### config.mk
export PLATFORM = sky130hd
export DESIGN_NAME = ssr_top
export DESIGN_NICKNAME = d
export VERILOG_FILES = /design/src/hdl/ssr_pkg.sv /design/src/hdl/ssr_top.sv /design/src/hdl/ssr_src_sel.sv
export SDC_FILE = /design/constraint.sdc
export NUM_CORES = 1
export LEC_CHECK = 0
export BUFFER_PORTS_ARGS = -buffer_cell sky130_fd_sc_hd__buf_2
export CAP_MARGIN = 20
export CORE_MARGIN = 2
export CORE_UTILIZATION = 44
export DETAILED_ROUTE_END_ITERATION = 10
export HOLD_SLACK_MARGIN = 0.08
export PLACE_DENSITY = 0.68
export SETUP_SLACK_MARGIN = 0.02
export SLEW_MARGIN = 25
export SYNTH_ARGS = -nofsm -noshare
export SYNTH_HDL_FRONTEND = slang
export SYNTH_HIERARCHICAL = 1
export SYNTH_SLANG_ARGS = --single-unit
### constraint.sdc
create_clock -name SYS_CLK -period 4.3 [get_ports SYS_CLK]
set_input_delay 0.43 -clock SYS_CLK [delete_from_list [all_inputs] [get_ports SYS_CLK]]
set_output_delay 0.43 -clock SYS_CLK [all_outputs]
set_load 0.1 [all_outputs]
### src/hdl/ssr_pkg.sv
/*
 package for the start/stop/run-enable logic of the second external location:
 source selector codes, command schemes, stop methods, reset values.
 assumes a single control clock.
*/
package ssr_pkg;
    // source selector codes
    localparam logic [5:0] SSR_SRC_OFF   = 6'h00;
    localparam logic [5:0] SSR_SRC_ON    = 6'h01;
    localparam logic [5:0] SSR_SRC_DIN0  = 6'h02;
    localparam int         SSR_DIN_W     = 5;
    localparam logic [5:0] SSR_SRC_SUP0  = 6'h18;
    localparam int         SSR_SUP_W     = 6;
    localparam logic [5:0] SSR_SRC_FB3   = 6'h20;
    // command schemes
    localparam logic [1:0] SSR_CMD_LEVEL = 2'h0;
    localparam logic [1:0] SSR_CMD_PULSE = 2'h1;
    // trigger setting
    localparam logic       SSR_TRIG_EDGE = 1'b0;
    localparam logic       SSR_TRIG_LVL  = 1'b1;
    // stop methods
    localparam logic [1:0] SSR_STOP_COAST  = 2'h0;
    localparam logic [1:0] SSR_STOP_RAMP   = 2'h1;
    localparam logic [1:0] SSR_STOP_TORQUE = 2'h2;
    // reset values
    localparam logic [5:0] SSR_RST_SRC1  = SSR_SRC_OFF;
    localparam logic [5:0] SSR_RST_SRC2  = SSR_SRC_OFF;
    localparam logic [5:0] SSR_RST_SRC3  = SSR_SRC_OFF;
    localparam logic [5:0] SSR_RST_RUNEN = SSR_SRC_ON;
    localparam logic [5:0] SSR_RST_STEN  = SSR_SRC_ON;
    typedef enum logic [1:0] {SSR_IDLE, SSR_RUN, SSR_STOPPING} ssr_state_t;
endpackage

### src/hdl/ssr_top.sv
/*
 start/stop/run-enable logic for the second external location of a drive.
 assumes all inputs are synchronous to SYS_CLK and configuration is quasi-static.
*/
// Function
// - the start command is edge-triggered when the trigger setting is 0 and level-triggered when 1, level by default.
// - the trigger setting is ignored when the command scheme uses pulse-type starts.
// - sources one to three come from independent selectors of one choice set, two and three default to off.
// - with stop method 0, the default, losing run-enable switches the power stage off at once so the motor coasts.
// - with stop method 1, losing run-enable stops the motor along the active deceleration ramp.
// - with stop method 2, losing run-enable stops the motor at the torque limits.
// - run-enable is on when its source reads 1, starts are refused while it is off, and it defaults to selected.
// - run-enable dropping while running begins a stop by the chosen stop method.
// - in the pulse scheme a rising source one starts forward and a rising source two starts reverse, only while source three is 1.
// - start-enable off blocks new starts but does not stop a running motor.
`timescale 1ns/100ps
`default_nettype none
module ssr_top
    import ssr_pkg::*;
(
    input  wire logic                 SYS_CLK,
    input  wire logic                 RST,
    input  wire logic                 CLK_EN,
    input  wire logic [5:0]           SRC1_SEL,
    input  wire logic [5:0]           SRC2_SEL,
    input  wire logic [5:0]           SRC3_SEL,
    input  wire logic [5:0]           RUN_EN_SEL,
    input  wire logic [5:0]           START_EN_SEL,
    input  wire logic [1:0]           CMD_SCHEME,
    input  wire logic                 TRIG_LEVEL,
    input  wire logic [1:0]           STOP_METHOD,
    input  wire logic [SSR_DIN_W-1:0] DIN,
    input  wire logic [SSR_SUP_W-1:0] SUP,
    input  wire logic                 FB_BIT3,
    input  wire logic                 STOP_DONE,
    output logic                      RUN,
    output logic                      REVERSE,
    output logic                      MODULATE,
    output logic                      RAMP_STOP,
    output logic                      TORQUE_STOP,
    output logic                      RUN_EN_OK
);
    logic [4:0] sel_bits;
    logic [5:0] sel_code [5];
    logic [4:0] smp_q;
    logic       src1_q;
    logic       src2_q;
    logic       smp_valid_q;
    ssr_state_t state_q;
    ssr_state_t state_d;
    logic       rev_q;
    logic       rev_d;
    logic [1:0] stop_how_q;
    logic [1:0] stop_how_d;

    assign sel_code[0] = SRC1_SEL;
    assign sel_code[1] = SRC2_SEL;
    assign sel_code[2] = SRC3_SEL;
    assign sel_code[3] = RUN_EN_SEL;
    assign sel_code[4] = START_EN_SEL;

    // independent selectors over one choice set
    for (genvar i = 0; i < 5; i++) begin : g_sel
        ssr_src_sel u_sel (
            .sel   (sel_code[i]),
            .din   (DIN),
            .sup   (SUP),
            .fb3   (FB_BIT3),
            .bit_o (sel_bits[i])
        );
    end

    // sample once per cycle, keep previous for edges
    always_ff @(posedge SYS_CLK) begin
        if (RST) begin
            smp_q       <= 5'h00;
            src1_q      <= 1'b0;
            src2_q      <= 1'b0;
            smp_valid_q <= 1'b0;
        end else if (CLK_EN) begin
            smp_q       <= sel_bits;
            src1_q      <= smp_q[0];
            src2_q      <= smp_q[1];
            smp_valid_q <= 1'b1;
        end
    end

    logic s1;
    logic s2;
    logic s3;
    logic run_en;
    logic start_en;
    logic rise1;
    logic rise2;
    logic pulse_mode;
    logic lvl_start;
    logic lvl_start_edge;
    logic start_req;
    logic start_rev;
    logic stop_req;
    logic start_ok;
    assign s1       = smp_q[0];
    assign s2       = smp_q[1];
    assign s3       = smp_q[2];
    assign run_en   = smp_q[3] && smp_valid_q; // on when source reads 1
    assign start_en = smp_q[4];
    assign rise1    = s1 && !src1_q && smp_valid_q;
    assign rise2    = s2 && !src2_q && smp_valid_q;
    assign pulse_mode = (CMD_SCHEME == SSR_CMD_PULSE);
    // level scheme: src1 start, src2 direction
    assign lvl_start      = s1;
    assign lvl_start_edge = rise1;
    // edge or level trigger, ignored in pulse scheme
    assign start_req = pulse_mode ? (s3 && (rise1 || rise2)) :
                       (TRIG_LEVEL == SSR_TRIG_LVL) ? lvl_start : lvl_start_edge;
    assign start_rev = pulse_mode ? (rise2 && !rise1) : s2;
    assign stop_req  = pulse_mode ? !s3 : !s1;
    // starts need run-enable and start-enable
    assign start_ok  = start_req && run_en && start_en;

    always_comb begin
        state_d    = state_q;
        rev_d      = rev_q;
        stop_how_d = stop_how_q;
        case (state_q)
            SSR_IDLE: begin
                if (start_ok) begin
                    state_d = SSR_RUN;
                    rev_d   = start_rev;
                end
            end
            SSR_RUN: begin
                // start-enable is not checked here
                if (!run_en) begin
                    state_d    = SSR_STOPPING;
                    stop_how_d = STOP_METHOD;
                end else if (stop_req) begin
                    state_d    = SSR_STOPPING;
                    stop_how_d = SSR_STOP_RAMP;
                end
            end
            SSR_STOPPING: begin
                if (stop_how_q == SSR_STOP_COAST || STOP_DONE) begin
                    state_d = SSR_IDLE;
                end
            end
            default: state_d = SSR_IDLE;
        endcase
    end

    logic coast_now;
    assign coast_now = (state_d == SSR_STOPPING) && (stop_how_d == SSR_STOP_COAST);

    // decisions applied the cycle after sampling
    always_ff @(posedge SYS_CLK) begin
        if (RST) begin
            state_q     <= SSR_IDLE;
            rev_q       <= 1'b0;
            stop_how_q  <= SSR_STOP_COAST;
            RUN         <= 1'b0;
            REVERSE     <= 1'b0;
            MODULATE    <= 1'b0;
            RAMP_STOP   <= 1'b0;
            TORQUE_STOP <= 1'b0;
            RUN_EN_OK   <= 1'b0;
        end else if (CLK_EN) begin
            state_q     <= state_d;
            rev_q       <= rev_d;
            stop_how_q  <= stop_how_d;
            RUN         <= (state_d == SSR_RUN);
            REVERSE     <= rev_d;
            // power stage off at once on coast
            MODULATE    <= (state_d == SSR_RUN) || ((state_d == SSR_STOPPING) && !coast_now);
            RAMP_STOP   <= (state_d == SSR_STOPPING) && (stop_how_d == SSR_STOP_RAMP);
            TORQUE_STOP <= (state_d == SSR_STOPPING) && (stop_how_d == SSR_STOP_TORQUE);
            RUN_EN_OK   <= run_en;
        end
    end
endmodule // ssr_top
`default_nettype wire

### src/hdl/ssr_src_sel.sv
/*
 one source selector: maps a selector code onto a bit of the input pool.
 assumes pool inputs are synchronous to the clock.
*/
`timescale 1ns/100ps
`default_nettype none
module ssr_src_sel
    import ssr_pkg::*;
(
    input  wire logic [5:0]           sel,
    input  wire logic [SSR_DIN_W-1:0] din,
    input  wire logic [SSR_SUP_W-1:0] sup,
    input  wire logic                 fb3,
    output logic                      bit_o
);
    logic [5:0] din_idx;
    logic [5:0] sup_idx;
    logic       is_din;
    logic       is_sup;
    assign din_idx = sel - SSR_SRC_DIN0;
    assign sup_idx = sel - SSR_SRC_SUP0;
    assign is_din  = (sel >= SSR_SRC_DIN0) && (din_idx < 6'(SSR_DIN_W));
    assign is_sup  = (sel >= SSR_SRC_SUP0) && (sup_idx < 6'(SSR_SUP_W));
    assign bit_o   = (sel == SSR_SRC_ON)  ? 1'b1 :
                     (sel == SSR_SRC_FB3) ? fb3 :
                     is_din ? din[din_idx[2:0]] :
                     is_sup ? sup[sup_idx[2:0]] : 1'b0;
endmodule // ssr_src_sel
`default_nettype wire

# Word level (Yosys, flattened, before mapping)

Index checks and enable logic that the tools add are counted.

Bitwise operators: 0
Multipliers: 0
Reduce and logical (&&, ||, !) cells: 36
$lt $le $gt $ge: 30
Multiplexer cells: 52
Div/mod/pow operators: 0
Eq/ne operators: 17
Shifts and indexed selects: 0
Add/subtract/negate cells: 10

Operators by type and width:

| operator                                                                      | count |
|---|---|
| 6-bit by 3-bit less-than comparator with 1-bit output (second input constant) | 10 |
| 3-bit by 4-bit less-than comparator with 1-bit output (second input constant) | 10 |
| 1-bit two-way mux                                                             | 34 |
| 1-bit binary-select mux with 3-bit select                                     | 10 |
| 6-bit by 1-bit equality test with 1-bit output (second input constant)        | 5 |
| 6-bit equality test (second input constant)                                   | 5 |
| 6-bit by 2-bit >= comparator with 1-bit output (second input constant)        | 5 |
| 6-bit by 5-bit >= comparator with 1-bit output (second input constant)        | 5 |
| 6-bit by 2-bit subtractor with 6-bit output (second input constant)           | 5 |
| 6-bit by 5-bit subtractor with 6-bit output (second input constant)           | 5 |
| 1-bit logical AND                                                             | 23 |
| 2-bit two-way mux                                                             | 7 |
| 2-bit by 1-bit equality test with 1-bit output (second input constant)        | 4 |
| 2-bit equality test (second input constant)                                   | 3 |
| 1-bit logical NOT                                                             | 6 |
| 2-bit logical NOT                                                             | 3 |
| 2-bit one-hot mux with 3 select lines                                         | 1 |
| 1-bit logical OR                                                              | 3 |
| 3-bit AND reduction                                                           | 1 |

Bits of input ports: 51
ROM bits: 0
Output and inout bits: 6
Memories: 0
Register bits after elaboration: 18
Memory bits (writable): 0
Logic and storage cells: 157
Latch bits: 0

# Longest topological paths before layout

Gate-level depths: netlist of run 1.

Depth after elaboration: 15
Depth in mapped cells: 10
Gate-level depth less buffers: 9

# By module

The synthesis of run 1 kept the hierarchy.

Modules (own cells, without submodules):

| module      | area an instance (um^2) | seq. area each (um^2) | cells an instance | instances |
|---|---|---|---|---|
| ssr_src_sel | 295.3                   | 0.0                   | 42                | 5 |
| ssr_top     | 833.3                   | 360.3                 | 94                | 1 |

# Worst setup path before layout of run 1

No wires, ideal clock.

Path kind: input -> register
Start: input port SRC1_SEL[1]
End: register smp_q[0]
Stages: 10
Path buffers: 1
Setup time: 128 ps
Arrival: 1976 ps
Required time: 4172 ps
Setup slack: 2196 ps
Cells stage by stage: buf_2 > inv_1 > ha_1 > nand2b_1 > a21oi_1 > o21ai_0 > and4b_1 > a311o_1 > mux2i_1 > nor2_1

Word-level cells in the longest chain between the ends: 7
Elaborated cells on any way between the ends: 18
Classes of those cells: 2 x add/sub; 4 x order compare; 2 x eq/ne; 8 x mux; 2 x reduce/logical

RTL lines:

| element                                                                                                            | RTL line                             | RTL |
|---|---|---|
| start, declared                                                                                                    | ssr_top.sv:24                        | `input wire logic [5:0] SRC1_SEL,` |
| 6-bit by 5-bit subtractor with 6-bit output                                                                        | ssr_src_sel.sv:21                    | `assign sup_idx = sel - SSR_SRC_SUP0;` |
| 6-bit by 3-bit less-than comparator with 1-bit output or 1-bit binary-select mux with 3-bit select (tied branches) | ssr_src_sel.sv:23, ssr_src_sel.sv:27 |  |
| 1-bit logical AND or 1-bit two-way mux (tied branches)                                                             | ssr_src_sel.sv:23, ssr_src_sel.sv:27 |  |
| 1-bit two-way mux                                                                                                  | ssr_src_sel.sv:27                    | `is_sup ? sup[sup_idx[2:0]] : 1'b0;` |
| 1-bit two-way mux                                                                                                  | ssr_src_sel.sv:26                    | `is_din ? din[din_idx[2:0]] :` |
| 1-bit two-way mux                                                                                                  | ssr_src_sel.sv:25                    | `(sel == SSR_SRC_FB3) ? fb3 :` |
| 1-bit two-way mux *                                                                                                | ssr_src_sel.sv:24                    | `assign bit_o = (sel == SSR_SRC_ON) ? 1'b1 :` |
| net sel_bits[0]                                                                                                    | ssr_top.sv:43                        | `logic [4:0] sel_bits;` |
| end signal, assigned                                                                                               | ssr_top.sv:81                        | `smp_q <= sel_bits;` |
| end, declared                                                                                                      | ssr_top.sv:45                        | `logic [4:0] smp_q;` |

Mark *: on every way through the listed nets, which the timed path passes. The rest lies on a longest branch. The select of a mux whose other input is x is not followed.
A chain may end at the register's enable or synchronous reset.

# Final worst setup path of run 1

Start: input port SRC2_SEL[1]
End: register smp_q[1]

Word-level cells in the longest chain between the ends: 7
Elaborated cells on any way between the ends: 18
Classes of those cells: 2 x add/sub; 4 x order compare; 2 x eq/ne; 8 x mux; 2 x reduce/logical

RTL lines:

| element                                                                                                            | RTL line                             | RTL |
|---|---|---|
| start, declared                                                                                                    | ssr_top.sv:25                        | `input wire logic [5:0] SRC2_SEL,` |
| 6-bit by 5-bit subtractor with 6-bit output                                                                        | ssr_src_sel.sv:21                    |  |
| 6-bit by 3-bit less-than comparator with 1-bit output or 1-bit binary-select mux with 3-bit select (tied branches) | ssr_src_sel.sv:23, ssr_src_sel.sv:27 |  |
| 1-bit logical AND or 1-bit two-way mux (tied branches)                                                             | ssr_src_sel.sv:23, ssr_src_sel.sv:27 |  |
| 1-bit two-way mux                                                                                                  | ssr_src_sel.sv:27                    |  |
| 1-bit two-way mux                                                                                                  | ssr_src_sel.sv:26                    |  |
| 1-bit two-way mux                                                                                                  | ssr_src_sel.sv:25                    |  |
| 1-bit two-way mux *                                                                                                | ssr_src_sel.sv:24                    |  |
| net sel_bits[1]                                                                                                    | ssr_top.sv:43                        |  |

Marked as above.

==> flow_summary.html, run 1 <==
<table>
<tr><th>Metric</th><th>Value</th></tr>
<tr><th colspan="2">Clock network</th></tr>
<tr><td>Clock root buffer</td><td>sky130_fd_sc_hd__clkbuf_8</td></tr>
<tr><td>CTS tree</td><td>built</td></tr>
<tr><td>Setup Buffers After CTS</td><td>0</td></tr>
<tr><td>Number of hold buffers added after cts</td><td>0</td></tr>
<tr><td>Clock-pin transition on the worst setup and hold timing paths</td><td>70 ps</td></tr>
<tr><td>Maximum buffer depth of the clock tree</td><td>2</td></tr>
<tr><td>Num CTS Buffers</td><td>3</td></tr>
<tr><td>Clock sink count</td><td>18</td></tr>
<tr><td>Clock latency on the worst-skew pair</td><td>approximately 260 ps</td></tr>
<tr><td># H-tree levels</td><td>1</td></tr>
<tr><td>Cells resized by post-CTS repair</td><td>0</td></tr>
<tr><th colspan="2">Global routing</th></tr>
<tr><td>Largest net degree at the start of global routing</td><td>21</td></tr>
<tr><td>Vias in the first global route</td><td>2,022</td></tr>
<tr><td>Initial antenna violation count</td><td>0</td></tr>
<tr><td>Global-route wire length before repair</td><td>roughly 9300 um</td></tr>
<tr><td>Aggregate global routing overflow</td><td>0</td></tr>
<tr><td>GRT Total Usage</td><td>between 10% and 20%</td></tr>
<tr><th colspan="2">Worst hold path</th></tr>
<tr><td>Type of the most critical hold path</td><td>reg -&gt; reg</td></tr>
<tr><th colspan="2">Logic synthesis</th></tr>
<tr><td>Area fraction in and, or, nand and nor cells after synthesis</td><td>between 20% and 30%</td></tr>
<tr><td>Post-synthesis cell area</td><td>2310 um2</td></tr>
<tr><td>XOR/XNOR share of the synthesized area</td><td>around 1.9%</td></tr>
<tr><td>Synthesized netlist cell count</td><td>around 300</td></tr>
<tr><td>Adder and majority gate portion of the synthesized area</td><td>8.13%</td></tr>
<tr><td>Multiplexer share of the synthesized area</td><td>16.7%</td></tr>
<tr><td>Share of synthesized registers carrying an async set or reset</td><td>0%</td></tr>
<tr><td>Largest family of logic cells by synthesized area</td><td>compound AO/OA/AOI/OAI gates</td></tr>
<tr><td>EDFF count, synth</td><td>0</td></tr>
<tr><td>Synth Area per Inst</td><td>about 7.6 um2</td></tr>
<tr><td>Syn Nets</td><td>370</td></tr>
<tr><td>Post-synthesis cell type count</td><td>40</td></tr>
<tr><td>Compound-cell area share of the yosys netlist</td><td>approximately 24%</td></tr>
<tr><td>Predominant post-synthesis flop cell</td><td>sky130_fd_sc_hd__dfxtp_1</td></tr>
<tr><td>Seq cells post-synth</td><td>18</td></tr>
<tr><td>Sequential element share of the synthesized area</td><td>~16%</td></tr>
<tr><td>Yosys Warn Count</td><td>6</td></tr>
<tr><th colspan="2">Pwr</th></tr>
<tr><td>Power Internal</td><td>roughly 0.34 mW</td></tr>
<tr><td>Relative contribution of the clock network to total power</td><td>a little over a quarter</td></tr>
<tr><td>Part of the power in combinational logic</td><td>39.4%</td></tr>
<tr><td>Worst IR drop on VDD</td><td>between 150 and 200 uV</td></tr>
<tr><td>Static power due to leakage</td><td>1.24 nW</td></tr>
<tr><td>Proportion of total power due to net switching</td><td>35.1%</td></tr>
<tr><td>Power Density</td><td>about 200 nW/um2</td></tr>
<tr><td>Switching power summed over all nets</td><td>~0.18 mW</td></tr>
<tr><td>Fraction of power consumed by sequential logic</td><td>around a third</td></tr>
<tr><td>Power, Total</td><td>between 0.5 and 0.6 mW</td></tr>
<tr><th colspan="2">Placed design</th></tr>
<tr><td>Placed cell count</td><td>around 420</td></tr>
<tr><td>Dpl ws</td><td>roughly 2000 ps</td></tr>
<tr><td>Half-perimeter wire length of the detailed placement result</td><td>about 4300 um</td></tr>
<tr><td>Number of port buffers</td><td>between 50 and 60</td></tr>
<tr><td>Post-detailed-placement cell area</td><td>2580 um2</td></tr>
<tr><td>RD Place Congestion</td><td>about 0.83</td></tr>
<tr><th colspan="2">Routing</th></tr>
<tr><td>Drt first-iter violations</td><td>120</td></tr>
<tr><td>Routed wire length</td><td>around 5700 um</td></tr>
<tr><td>Vias after detailed routing</td><td>2,323</td></tr>
<tr><td>Detail-routed via count per cell</td><td>roughly 5.5</td></tr>
<tr><td>Detailed-routing iteration count for the pre-antenna-repair pass</td><td>4</td></tr>
<tr><td>Routed length per instance</td><td>approximately 14 um</td></tr>
<tr><td>Drc violations</td><td>0</td></tr>
<tr><td>Antenna Nets Post-Route</td><td>0</td></tr>
<tr><th colspan="2">Flow run</th></tr>
<tr><td>Reported max-cap violation count</td><td>0</td></tr>
<tr><th colspan="2">Worst setup path</th></tr>
<tr><td>CP top delay family</td><td>compound AO/OA/AOI/OAI gates</td></tr>
<tr><td>Cells along the critical path</td><td>buf_2, inv_1, ha_1, nand2b_1, a21oi_1, o21ai_0, and4b_1, a311o_1, mux2i_1, nor2_1</td></tr>
<tr><td>Max Fanout on Critical Path</td><td>8</td></tr>
<tr><td>Critical setup path kind</td><td>in -&gt; reg</td></tr>
<tr><td>Largest stage delay on the critical path</td><td>just under 400 ps</td></tr>
<tr><td>Cell at the slowest stage of the critical path</td><td>sky130_fd_sc_hd__ha_1</td></tr>
<tr><td>Critical path buffers and inverters</td><td>2</td></tr>
<tr><td>Data required time at the worst endpoint</td><td>approximately 4400 ps</td></tr>
<tr><td>Slack of the worst reg-to-reg path</td><td>2690 ps</td></tr>
<tr><td>Worst setup EP type</td><td>flip-flop</td></tr>
<tr><td>Startpoint type of the worst setup path</td><td>input port</td></tr>
<tr><td>Endpoint arrival time on the critical path</td><td>around 2200 ps</td></tr>
<tr><th colspan="2">Outcome</th></tr>
<tr><td>Outcome</td><td>finished clean</td></tr>
<tr><th colspan="2">Finish</th></tr>
<tr><td>Relative area change from synthesis to final layout</td><td>14.1%</td></tr>
<tr><td>Final Core Density</td><td>a little over 50%</td></tr>
<tr><td>Share of final-layout standard cells stronger than drive strength 1</td><td>21.7%</td></tr>
<tr><td>Final antenna diode count</td><td>0</td></tr>
<tr><td>Final std cells w/o fill</td><td>420</td></tr>
<tr><td>Fin nets</td><td>about 420</td></tr>
<tr><td>Final instance area</td><td>between 2000 and 3000 um2</td></tr>
<tr><th colspan="2">Floorplan</th></tr>
<tr><td>Die Width</td><td>~76 um</td></tr>
<tr><td>Starting density of the core</td><td>between 40% and 50%</td></tr>
<tr><td>Top Ports</td><td>between 50 and 60</td></tr>
<tr><td>Die Footprint</td><td>between 5000 and 6000 um2</td></tr>
<tr><td>Vertical die dimension</td><td>roughly 76 um</td></tr>
<tr><td>Number of rows in the core area</td><td>26</td></tr>
<tr><td>Core area</td><td>5070 um2</td></tr>
<tr><th colspan="2">Timing</th></tr>
<tr><td>Final clock skew</td><td>between 2 and 2.5 ps</td></tr>
<tr><td>Number of endpoints with negative hold slack in the final report</td><td>0</td></tr>
<tr><td>Fin crit share</td><td>a little under half</td></tr>
<tr><td>Actual slew at the worst max-slew pin</td><td>~480 ps</td></tr>
<tr><td>Maximum operating frequency</td><td>~0.50 GHz</td></tr>
<tr><td>Shortest clock period the worst path allows after layout</td><td>2020 ps</td></tr>
<tr><td>Slew HR</td><td>slightly below 70%</td></tr>
<tr><td>Count of final setup violators</td><td>0</td></tr>
<tr><td>WHS</td><td>between 400 and 500 ps</td></tr>
<tr><td>Final total negative setup slack</td><td>0 ps</td></tr>
<tr><td>Setup ws final</td><td>~2300 ps</td></tr>
<tr><td>Count of final max-slew check failures</td><td>0</td></tr>
<tr><td>RSZ-0062 raised after global routing</td><td>false</td></tr>
</table>
[flip-flops by register name, indices dropped and copies added, names as in the netlist]
name,count
src2_q,1
RUN_EN_OK,1
RAMP_STOP,1
stop_how_q,2
src1_q,1
smp_valid_q,1
state_q,2
smp_q,5
RUN,1
TORQUE_STOP,1
MODULATE,1
rev_q,1
[synth_stat cells (all sizes together), types with 5 or more instances]
| library cell | n | area share [%] |
|---|---|---|
| a311o | 5 | 2.2 |
| and4b | 5 | 2.2 |
| dfxtp | 18 | 16 |
| mux2 | 5 | 3.3 |
| a22oi | 5 | 1.6 |
| nand3 | 11 | 2.4 |
| buf | 12 | 3.9 |
| mux2i | 31 | 13 |
| nand2 | 5 | 0.81 |
| nand4 | 10 | 2.7 |
| nor2 | 32 | 5.2 |
| a21oi | 23 | 5.8 |
| nor3 | 12 | 3.7 |
| nor2b | 10 | 3.0 |
| o21ai | 27 | 5.9 |
| inv | 29 | 4.7 |
| o21a | 5 | 1.6 |
| a31oi | 5 | 1.4 |
| o31ai | 5 | 1.6 |
| nand2b | 9 | 2.4 |
| ha | 15 | 8.1 |
| xnor2 | 5 | 1.9 |
[placed cells by master, fill, tap and decap left out, types with 7 or more instances in the layout]
cell	synthesis	final
sky130_fd_sc_hd__nor3_1	7	7
sky130_fd_sc_hd__mux2i_1	31	31
sky130_fd_sc_hd__nand4_1	10	10
sky130_fd_sc_hd__buf_2	6	56
sky130_fd_sc_hd__nand3_1	11	11
sky130_fd_sc_hd__ha_1	15	15
sky130_fd_sc_hd__nor2b_1	9	9
sky130_fd_sc_hd__dfxtp_1	18	18
sky130_fd_sc_hd__nand2b_1	9	9
sky130_fd_sc_hd__nor2_1	32	32
sky130_fd_sc_hd__o21ai_0	27	27
sky130_fd_sc_hd__a21oi_1	18	18
sky130_fd_sc_hd__inv_1	29	29
[routing by layer]
| layer | part of all wire [%] | vias to the layer above | global-route usage [%] | wire [um] |
|---|---|---|---|---|
| met5 | 0 | - | 0 | 0 |
| met4 | 0.65 | 0 | 4.00 | 37 |
| met3 | 5.0 | 5 | 1.78 | 285 |
| met2 | 47 | 66 | 33.4 | 2690 |
| met1 | 47 | 1050 | 25.3 | 2660 |
| li1 | - | 1202 | - | - |
[final cells by class]
cell class              count  area, um2
fillers                   527       2440
multi-input cells         243       1740
flip-flops and latches     18        360
repair buffers             56        280
inverters                  29        109
well taps                  70       87.6
clock buffers               4       55.1
[power groups by stage]
stage | registers [mW] | logic (mW) | clock network [mW]
after detailed placement | 0.182 | 0.205 | 0
after global routing | 0.179 | 0.229 | 0.150
after floorplan | 0.191 | 0.135 | 0
after CTS | 0.178 | 0.207 | 0.145
after global placement | 0.181 | 0.202 | 0
final | 0.178 | 0.207 | 0.141
[path summary, 6_finish.rpt]
kind,endpoint,from,depth (start not counted)
worst max register to register,TORQUE_STOP,smp_valid_q,5
worst min-delay path,RAMP_STOP,RAMP_STOP,2
worst min register to register,RAMP_STOP,RAMP_STOP,2
worst max-delay path,smp_q[1],SRC2_SEL[1],10
[kinds of logic after synthesis]
kind of cell / count (synthesis)
AOI/OAI and AO/OA: 87
xor gates and xnor gates: 5
adders and majority gates: 15
buffers and inverters: 43
DFF: 18
muxes: 36
and+or+nand+nor: 100
[worst register-to-register path, stage by stage, from the launching register on]
cell and delay (ps):
sky130_fd_sc_hd__dfxtp_1 350, sky130_fd_sc_hd__and2_1 200, sky130_fd_sc_hd__or3_1 360, sky130_fd_sc_hd__o311a_1 170
sky130_fd_sc_hd__o41a_1 380, sky130_fd_sc_hd__nor2_1 80
(Power assumes the default switching activity.)
==> run 2, diff against run 1 <==
PLACE_DENSITY = 0.71   (was 0.68)
clock period = 1.8 ns   (was 4.3 ns; I/O delays follow)
==> run 2 against run 1 <==
Utilization rose by 3.5 points; non-clock buffer count rose by 15; count of clock-buffer cells in the layout did not move; register-to-register slack got worse by 2500 ps; via count rose by 2.9%; critical endpoint is now TORQUE_STOP; highest routed layer unchanged.
==> flow_summary.html, run 2 (synthesis results as in run 1) <==
<table>
<tr><th>Metric</th><th>Value</th></tr>
<tr><th colspan="2">Routing</th></tr>
<tr><td>Vias after detailed routing</td><td>between 2k and 2.5k</td></tr>
<tr><td>Drc violations</td><td>0</td></tr>
<tr><td>Antenna Nets Post-Route</td><td>0</td></tr>
<tr><td>Detailed-routing iteration count for the pre-antenna-repair pass</td><td>5</td></tr>
<tr><td>Routed wire length</td><td>5670 um</td></tr>
<tr><td>Detail-routed via count per cell</td><td>5.49</td></tr>
<tr><td>Routed length per instance</td><td>between 10 and 15 um</td></tr>
<tr><td>Drt first-iter violations</td><td>93</td></tr>
<tr><th colspan="2">Floorplan</th></tr>
<tr><td>Vertical die dimension</td><td>76.5 um</td></tr>
<tr><td>Die Footprint</td><td>5840 um2</td></tr>
<tr><td>Top Ports</td><td>57</td></tr>
<tr><td>Starting density of the core</td><td>45.5%</td></tr>
<tr><td>Die Width</td><td>around 76 um</td></tr>
<tr><td>Core area</td><td>between 5000 and 6000 um2</td></tr>
<tr><td>Number of rows in the core area</td><td>26</td></tr>
<tr><th colspan="2">Placed design</th></tr>
<tr><td>RD Place Congestion</td><td>roughly 0.85</td></tr>
<tr><td>Number of port buffers</td><td>56</td></tr>
<tr><td>Placed cell count</td><td>~430</td></tr>
<tr><td>Post-detailed-placement cell area</td><td>around 2800 um2</td></tr>
<tr><td>Half-perimeter wire length of the detailed placement result</td><td>around 4500 um</td></tr>
<tr><th colspan="2">Finish</th></tr>
<tr><td>Largest registers</td><td>smp_q: 5 flops, state_q: 2 flops, stop_how_q: 2 flops</td></tr>
<tr><td>Relative area change from synthesis to final layout</td><td>21.7%</td></tr>
<tr><td>Register ranked first by flip-flop count</td><td>smp_q</td></tr>
<tr><td>Area occupied by registers</td><td>360 um2</td></tr>
<tr><td>Share of final-layout standard cells stronger than drive strength 1</td><td>around a quarter</td></tr>
<tr><td>Final std cells w/o fill</td><td>435</td></tr>
<tr><td>Final instance area</td><td>2810 um2</td></tr>
<tr><td>Final antenna diode count</td><td>0</td></tr>
<tr><td>Fin nets</td><td>432</td></tr>
<tr><td>Flip-flop count of the largest register after layout</td><td>5</td></tr>
<tr><td>Area taken by multi-input logic gates</td><td>~1800 um2</td></tr>
<tr><td>Most frequent cells in the layout</td><td>56 x sky130_fd_sc_hd__buf_2, 32 x sky130_fd_sc_hd__nor2_1, 31 x sky130_fd_sc_hd__mux2i_1</td></tr>
<tr><td>Leading cell type in the layout, fill and taps excluded</td><td>sky130_fd_sc_hd__buf_2</td></tr>
<tr><td>Number of inserted filler cells in the final layout</td><td>roughly 500</td></tr>
<tr><th colspan="2">Clock network</th></tr>
<tr><td>Clock-pin transition on the worst setup and hold timing paths</td><td>around 70 ps</td></tr>
<tr><td># H-tree levels</td><td>1</td></tr>
<tr><td>CTS tree</td><td>built</td></tr>
<tr><td>Setup Buffers After CTS</td><td>0</td></tr>
<tr><td>Clock latency on the worst-skew pair</td><td>250 ps</td></tr>
<tr><td>Number of hold buffers added after cts</td><td>0</td></tr>
<tr><td>Clock sink count</td><td>18</td></tr>
<tr><td>Clock root buffer</td><td>sky130_fd_sc_hd__clkbuf_8</td></tr>
<tr><td>Num CTS Buffers</td><td>3</td></tr>
<tr><td>Maximum buffer depth of the clock tree</td><td>2</td></tr>
<tr><td>Cells resized by post-CTS repair</td><td>0</td></tr>
<tr><th colspan="2">Timing</th></tr>
<tr><td>Final total negative setup slack</td><td>0 ps</td></tr>
<tr><td>Count of final max-slew check failures</td><td>0</td></tr>
<tr><td>Actual slew at the worst max-slew pin</td><td>~490 ps</td></tr>
<tr><td>Fin crit share</td><td>88.4%</td></tr>
<tr><td>Count of final setup violators</td><td>0</td></tr>
<tr><td>Maximum operating frequency</td><td>about 0.63 GHz</td></tr>
<tr><td>Final clock skew</td><td>approximately 2.4 ps</td></tr>
<tr><td>Shortest clock period the worst path allows after layout</td><td>1590 ps</td></tr>
<tr><td>RSZ-0062 raised after global routing</td><td>false</td></tr>
<tr><td>Slew HR</td><td>slightly below 70%</td></tr>
<tr><td>Number of endpoints with negative hold slack in the final report</td><td>0</td></tr>
<tr><th colspan="2">Worst setup path</th></tr>
<tr><td>Max Fanout on Critical Path</td><td>5</td></tr>
<tr><td>Worst setup EP type</td><td>flip-flop</td></tr>
<tr><td>Critical setup path kind</td><td>reg -&gt; reg</td></tr>
<tr><td>Worst r2r path cells</td><td>5</td></tr>
<tr><td>Data required time at the worst endpoint</td><td>1990 ps</td></tr>
<tr><td>Startpoint type of the worst setup path</td><td>flip-flop</td></tr>
<tr><td>Endpoint arrival time on the critical path</td><td>between 1500 and 2000 ps</td></tr>
<tr><th colspan="2">Global routing</th></tr>
<tr><td>Met1 global-route usage</td><td>between 20% and 30%</td></tr>
<tr><td>GRT Total Usage</td><td>between 10% and 20%</td></tr>
<tr><td>Initial antenna violation count</td><td>0</td></tr>
<tr><td>Most heavily used metal layer in global routing</td><td>met2</td></tr>
<tr><td>Aggregate global routing overflow</td><td>0</td></tr>
<tr><td>Met2 capacity usage during global routing</td><td>around a third</td></tr>
<tr><td>Largest net degree at the start of global routing</td><td>19</td></tr>
<tr><td>Vias in the first global route</td><td>approximately 2.2k</td></tr>
<tr><td>Global-route wire length before repair</td><td>between 9000 and 10,000 um</td></tr>
<tr><td>Global routing met3 resource utilization</td><td>2.73%</td></tr>
<tr><th colspan="2">Worst hold path</th></tr>
<tr><td>Type of the most critical hold path</td><td>in -&gt; reg</td></tr>
<tr><td>Count of cells along the worst hold path</td><td>2</td></tr>
<tr><th colspan="2">Pwr</th></tr>
<tr><td>Static power due to leakage</td><td>1.31 nW</td></tr>
<tr><td>Power, Total</td><td>1.30 mW</td></tr>
<tr><td>Worst IR drop on VDD</td><td>463 uV</td></tr>
<tr><td>Power Density</td><td>between 400 and 500 nW/um2</td></tr>
<tr><th colspan="2">Outcome</th></tr>
<tr><td>Outcome</td><td>finished clean</td></tr>
<tr><th colspan="2">Flow run</th></tr>
<tr><td>Reported max-cap violation count</td><td>0</td></tr>
</table>
## run 2: worst max-delay path, cell delays in order, from the launching register on
cell and delay [ps]:
sky130_fd_sc_hd__dfxtp_1 350, sky130_fd_sc_hd__and2_1 200, sky130_fd_sc_hd__or3_1 360, sky130_fd_sc_hd__o311a_1 170, sky130_fd_sc_hd__o41a_1 370, sky130_fd_sc_hd__nor2_1 80
## run 2: per-layer routing
metal	vias up	part of all wire, %	wire length, um
met2	55	48	2710
met4	0	1.4	80
met3	10	4.1	233
met1	1094	47	2650
met5	-	0	0
li1	1231	-	-
## run 2: worst paths after layout
check / endpoint / slack (ps) / start
min reg2reg: RAMP_STOP / 470 / RAMP_STOP
min: smp_q[4] / 290 / RST
max reg2reg: TORQUE_STOP / 210 / smp_valid_q
max: TORQUE_STOP / 210 / smp_valid_q
## run 2: layout make-up
cell class / instances / area share [%]
Multi-Input combinational cell: 243 / 64.2
Sequential cell: 18 / 12.8
Tap cell: 70 / 3.12
Inverter: 29 / 3.87
Clock buffer: 4 / 1.96
Timing Repair Buffer: 71 / 14.0
## run 2: power by group
group          leakage, nW  switching [mW]  internal [mW]
clock               0.0288           0.136          0.194
sequential           0.147          0.0123          0.413
combinational         1.14           0.295          0.247
total                 1.31           0.443          0.854
## run 2: metrics by stage
step	util, %	setup slack, ps	hold WS, ps
final	55.4	210	293
after global routing	55.4	82.9	323
after CTS	55.4	216	294
after detailed placement	54.3	-14.5	457
after global placement	54.3	-9.26	450
after floorplan	-	43.6	379
==> run 3, diff against run 2 <==
PLACE_DENSITY = 0.76   (was 0.71)
clock period = 2 ns   (was 1.8 ns; I/O delays follow)
==> run 3 against run 2 <==
Count of clock-buffer cells in the layout unchanged; register-to-register slack better by 180 ps; critical path type is now in -> reg; design area down 4.6%; sequential power shrank 10%; clock skew fell by 1.2 ps; global-route usage up 0.66 points; sequential cell count stayed put; wire length down 0.18%.
==> flow_summary.html, run 3 (synthesis results as in run 1) <==
<table>
<tr><th>Metric</th><th>Value</th></tr>
<tr><th colspan="2">Outcome</th></tr>
<tr><td>Outcome</td><td>finished clean</td></tr>
<tr><th colspan="2">Pwr</th></tr>
<tr><td>Worst IR drop on VDD</td><td>about 460 uV</td></tr>
<tr><td>Power Density</td><td>approximately 420 nW/um2</td></tr>
<tr><td>Static power due to leakage</td><td>1.27 nW</td></tr>
<tr><th colspan="2">Timing</th></tr>
<tr><td>Actual slew at the worst max-slew pin</td><td>482 ps</td></tr>
<tr><td>Number of endpoints with negative hold slack in the final report</td><td>0</td></tr>
<tr><td>Count of final setup violators</td><td>0</td></tr>
<tr><td>Final clock skew</td><td>1.16 ps</td></tr>
<tr><td>Count of final max-slew check failures</td><td>0</td></tr>
<tr><td>Maximum operating frequency</td><td>approximately 0.57 GHz</td></tr>
<tr><td>Final total negative setup slack</td><td>0 ps</td></tr>
<tr><td>RSZ-0062 raised after global routing</td><td>false</td></tr>
<tr><td>Shortest clock period the worst path allows after layout</td><td>between 1500 and 2000 ps</td></tr>
<tr><td>Slew HR</td><td>approximately two thirds</td></tr>
<tr><td>Fin crit share</td><td>between 80% and 90%</td></tr>
<tr><th colspan="2">Routing</th></tr>
<tr><td>Drt first-iter violations</td><td>between 150 and 200</td></tr>
<tr><td>Antenna Nets Post-Route</td><td>0</td></tr>
<tr><td>Vias after detailed routing</td><td>2,407</td></tr>
<tr><td>Detail-routed via count per cell</td><td>around 5.7</td></tr>
<tr><td>Drc violations</td><td>0</td></tr>
<tr><td>Routed length per instance</td><td>13.3 um</td></tr>
<tr><td>Detailed-routing iteration count for the pre-antenna-repair pass</td><td>4</td></tr>
<tr><td>Routed wire length</td><td>between 5000 and 6000 um</td></tr>
<tr><th colspan="2">Floorplan</th></tr>
<tr><td>Number of rows in the core area</td><td>26</td></tr>
<tr><td>Die Footprint</td><td>a little under 6000 um2</td></tr>
<tr><td>Core area</td><td>about 5100 um2</td></tr>
<tr><td>Vertical die dimension</td><td>roughly 76 um</td></tr>
<tr><td>Top Ports</td><td>57</td></tr>
<tr><td>Die Width</td><td>roughly 76 um</td></tr>
<tr><td>Starting density of the core</td><td>a little under half</td></tr>
<tr><th colspan="2">Global routing</th></tr>
<tr><td>Met1 global-route usage</td><td>roughly a quarter</td></tr>
<tr><td>Largest net degree at the start of global routing</td><td>21</td></tr>
<tr><td>Most heavily used metal layer in global routing</td><td>met2</td></tr>
<tr><td>GRT Total Usage</td><td>roughly 20%</td></tr>
<tr><td>Global routing met3 resource utilization</td><td>3.44%</td></tr>
<tr><td>Global-route wire length before repair</td><td>10,100 um</td></tr>
<tr><td>Initial antenna violation count</td><td>0</td></tr>
<tr><td>Vias in the first global route</td><td>between 2k and 2.5k</td></tr>
<tr><td>Aggregate global routing overflow</td><td>0</td></tr>
<tr><td>Met2 capacity usage during global routing</td><td>a little over a third</td></tr>
<tr><th colspan="2">Placed design</th></tr>
<tr><td>Post-detailed-placement cell area</td><td>around 2600 um2</td></tr>
<tr><td>RD Place Congestion</td><td>between 0.9 and 1</td></tr>
<tr><td>Half-perimeter wire length of the detailed placement result</td><td>~4600 um</td></tr>
<tr><td>Number of port buffers</td><td>56</td></tr>
<tr><th colspan="2">Clock network</th></tr>
<tr><td>Number of hold buffers added after cts</td><td>0</td></tr>
<tr><td>CTS tree</td><td>built</td></tr>
<tr><td># H-tree levels</td><td>1</td></tr>
<tr><td>Setup Buffers After CTS</td><td>0</td></tr>
<tr><td>Clock latency on the worst-skew pair</td><td>250 ps</td></tr>
<tr><td>Clock-pin transition on the worst setup and hold timing paths</td><td>approximately 70 ps</td></tr>
<tr><td>Cells resized by post-CTS repair</td><td>0</td></tr>
<tr><td>Clock root buffer</td><td>sky130_fd_sc_hd__clkbuf_8</td></tr>
<tr><td>Num CTS Buffers</td><td>3</td></tr>
<tr><td>Maximum buffer depth of the clock tree</td><td>2</td></tr>
<tr><td>Clock sink count</td><td>18</td></tr>
<tr><th colspan="2">Worst setup path</th></tr>
<tr><td>FF-to-FF End</td><td>TORQUE_STOP</td></tr>
<tr><td>Max Fanout on Critical Path</td><td>6</td></tr>
<tr><td>Launch instance of the worst register-to-register path</td><td>smp_valid_q</td></tr>
<tr><td>Worst r2r path cells</td><td>5</td></tr>
<tr><td>Slack of the worst reg-to-reg path</td><td>approximately 390 ps</td></tr>
<tr><td>Startpoint type of the worst setup path</td><td>input port</td></tr>
<tr><td>Critical setup path kind</td><td>in -&gt; reg</td></tr>
<tr><td>Endpoint arrival time on the critical path</td><td>1880 ps</td></tr>
<tr><td>Data required time at the worst endpoint</td><td>2140 ps</td></tr>
<tr><td>Worst setup EP type</td><td>flip-flop</td></tr>
<tr><th colspan="2">Finish</th></tr>
<tr><td>Fin nets</td><td>between 400 and 500</td></tr>
<tr><td>Largest registers</td><td>smp_q: 5 flops, state_q: 2 flops, stop_how_q: 2 flops</td></tr>
<tr><td>Leading cell type in the layout, fill and taps excluded</td><td>sky130_fd_sc_hd__buf_2</td></tr>
<tr><td>Final instance area</td><td>2680 um2</td></tr>
<tr><td>Relative area change from synthesis to final layout</td><td>16.0%</td></tr>
<tr><td>Most frequent cells in the layout</td><td>56 x sky130_fd_sc_hd__buf_2, 32 x sky130_fd_sc_hd__nor2_1, 31 x sky130_fd_sc_hd__mux2i_1</td></tr>
<tr><td>Share of final-layout standard cells stronger than drive strength 1</td><td>roughly 23%</td></tr>
<tr><td>Final antenna diode count</td><td>0</td></tr>
<tr><td>Register ranked first by flip-flop count</td><td>smp_q</td></tr>
<tr><td>Flip-flop count of the largest register after layout</td><td>5</td></tr>
<tr><th colspan="2">Flow run</th></tr>
<tr><td>Reported max-cap violation count</td><td>0</td></tr>
<tr><th colspan="2">Worst hold path</th></tr>
<tr><td>Type of the most critical hold path</td><td>in -&gt; reg</td></tr>
<tr><td>Hold Startpoint</td><td>RST</td></tr>
<tr><td>Count of cells along the worst hold path</td><td>2</td></tr>
<tr><td>WHS Endpoint</td><td>src1_q</td></tr>
</table>
-- run 3: cell count changes in the layout (fill, tap and decap cells not counted) --
cell / change
sky130_fd_sc_hd__buf_4: -9
sky130_fd_sc_hd__ha_1: +5
sky130_fd_sc_hd__ha_4: -5
-- run 3: metrics by stage --
step	cells	hold slack, ps	utilization (%)	setup WS [ps]	power [mW]
after floorplan	304	399	-	126	0.702
after global placement	422	453	51.7	60.6	0.830
after detailed placement	422	459	51.7	8.30	0.843
after CTS	426	324	52.8	272	1.14
after global routing	426	334	52.8	101	1.21
final	426	320	52.8	260	1.13
-- run 3: area by class of cell --
class,count,area [um2]
fillers,515,2390
multi-input cells,243,1740
flip-flops and latches,18,360
repair buffers,62,325
inverters,29,109
well taps,70,87.6
clock buffers,4,55.1
-- run 3: layer usage --
layer  wire, um  share of wire, %
met1       2510                44
met2       2790                49
met3        355               6.3
met4         11              0.19
met5          0                 0
-- run 3: worst max-delay path by stage --
| stage | end | cells past startpoint | slack, ps | startpoint |
|---|---|---|---|---|
| after global routing | smp_q[0] | 10 | 100 | SRC1_SEL[2] |
| after detailed placement | smp_q[0] | 10 | 8 | SRC1_SEL[2] |
| after global placement | smp_q[3] | 10 | 60 | RUN_EN_SEL[2] |
| after floorplan | smp_q[0] | 10 | 130 | SRC1_SEL[1] |
| after CTS | smp_q[0] | 10 | 270 | SRC1_SEL[2] |
| final | smp_q[0] | 10 | 260 | SRC1_SEL[2] |
-- run 3: critical path, cell delays in order --
cell and delay, ps:
sky130_fd_sc_hd__buf_2 140, sky130_fd_sc_hd__inv_1 50, sky130_fd_sc_hd__ha_1 360, sky130_fd_sc_hd__nand2b_1 190, sky130_fd_sc_hd__a21oi_1 150, sky130_fd_sc_hd__o21ai_0 110, sky130_fd_sc_hd__and4b_1 200, sky130_fd_sc_hd__a311o_1 280
sky130_fd_sc_hd__mux2i_1 140, sky130_fd_sc_hd__nor2_1 50
-- run 3: where the power goes --
group	internal, mW	switching (mW)	total (mW)
clock	0.175	0.121	0.296
sequential	0.371	0.0108	0.382
combinational	0.196	0.260	0.456
total	0.742	0.391	1.13
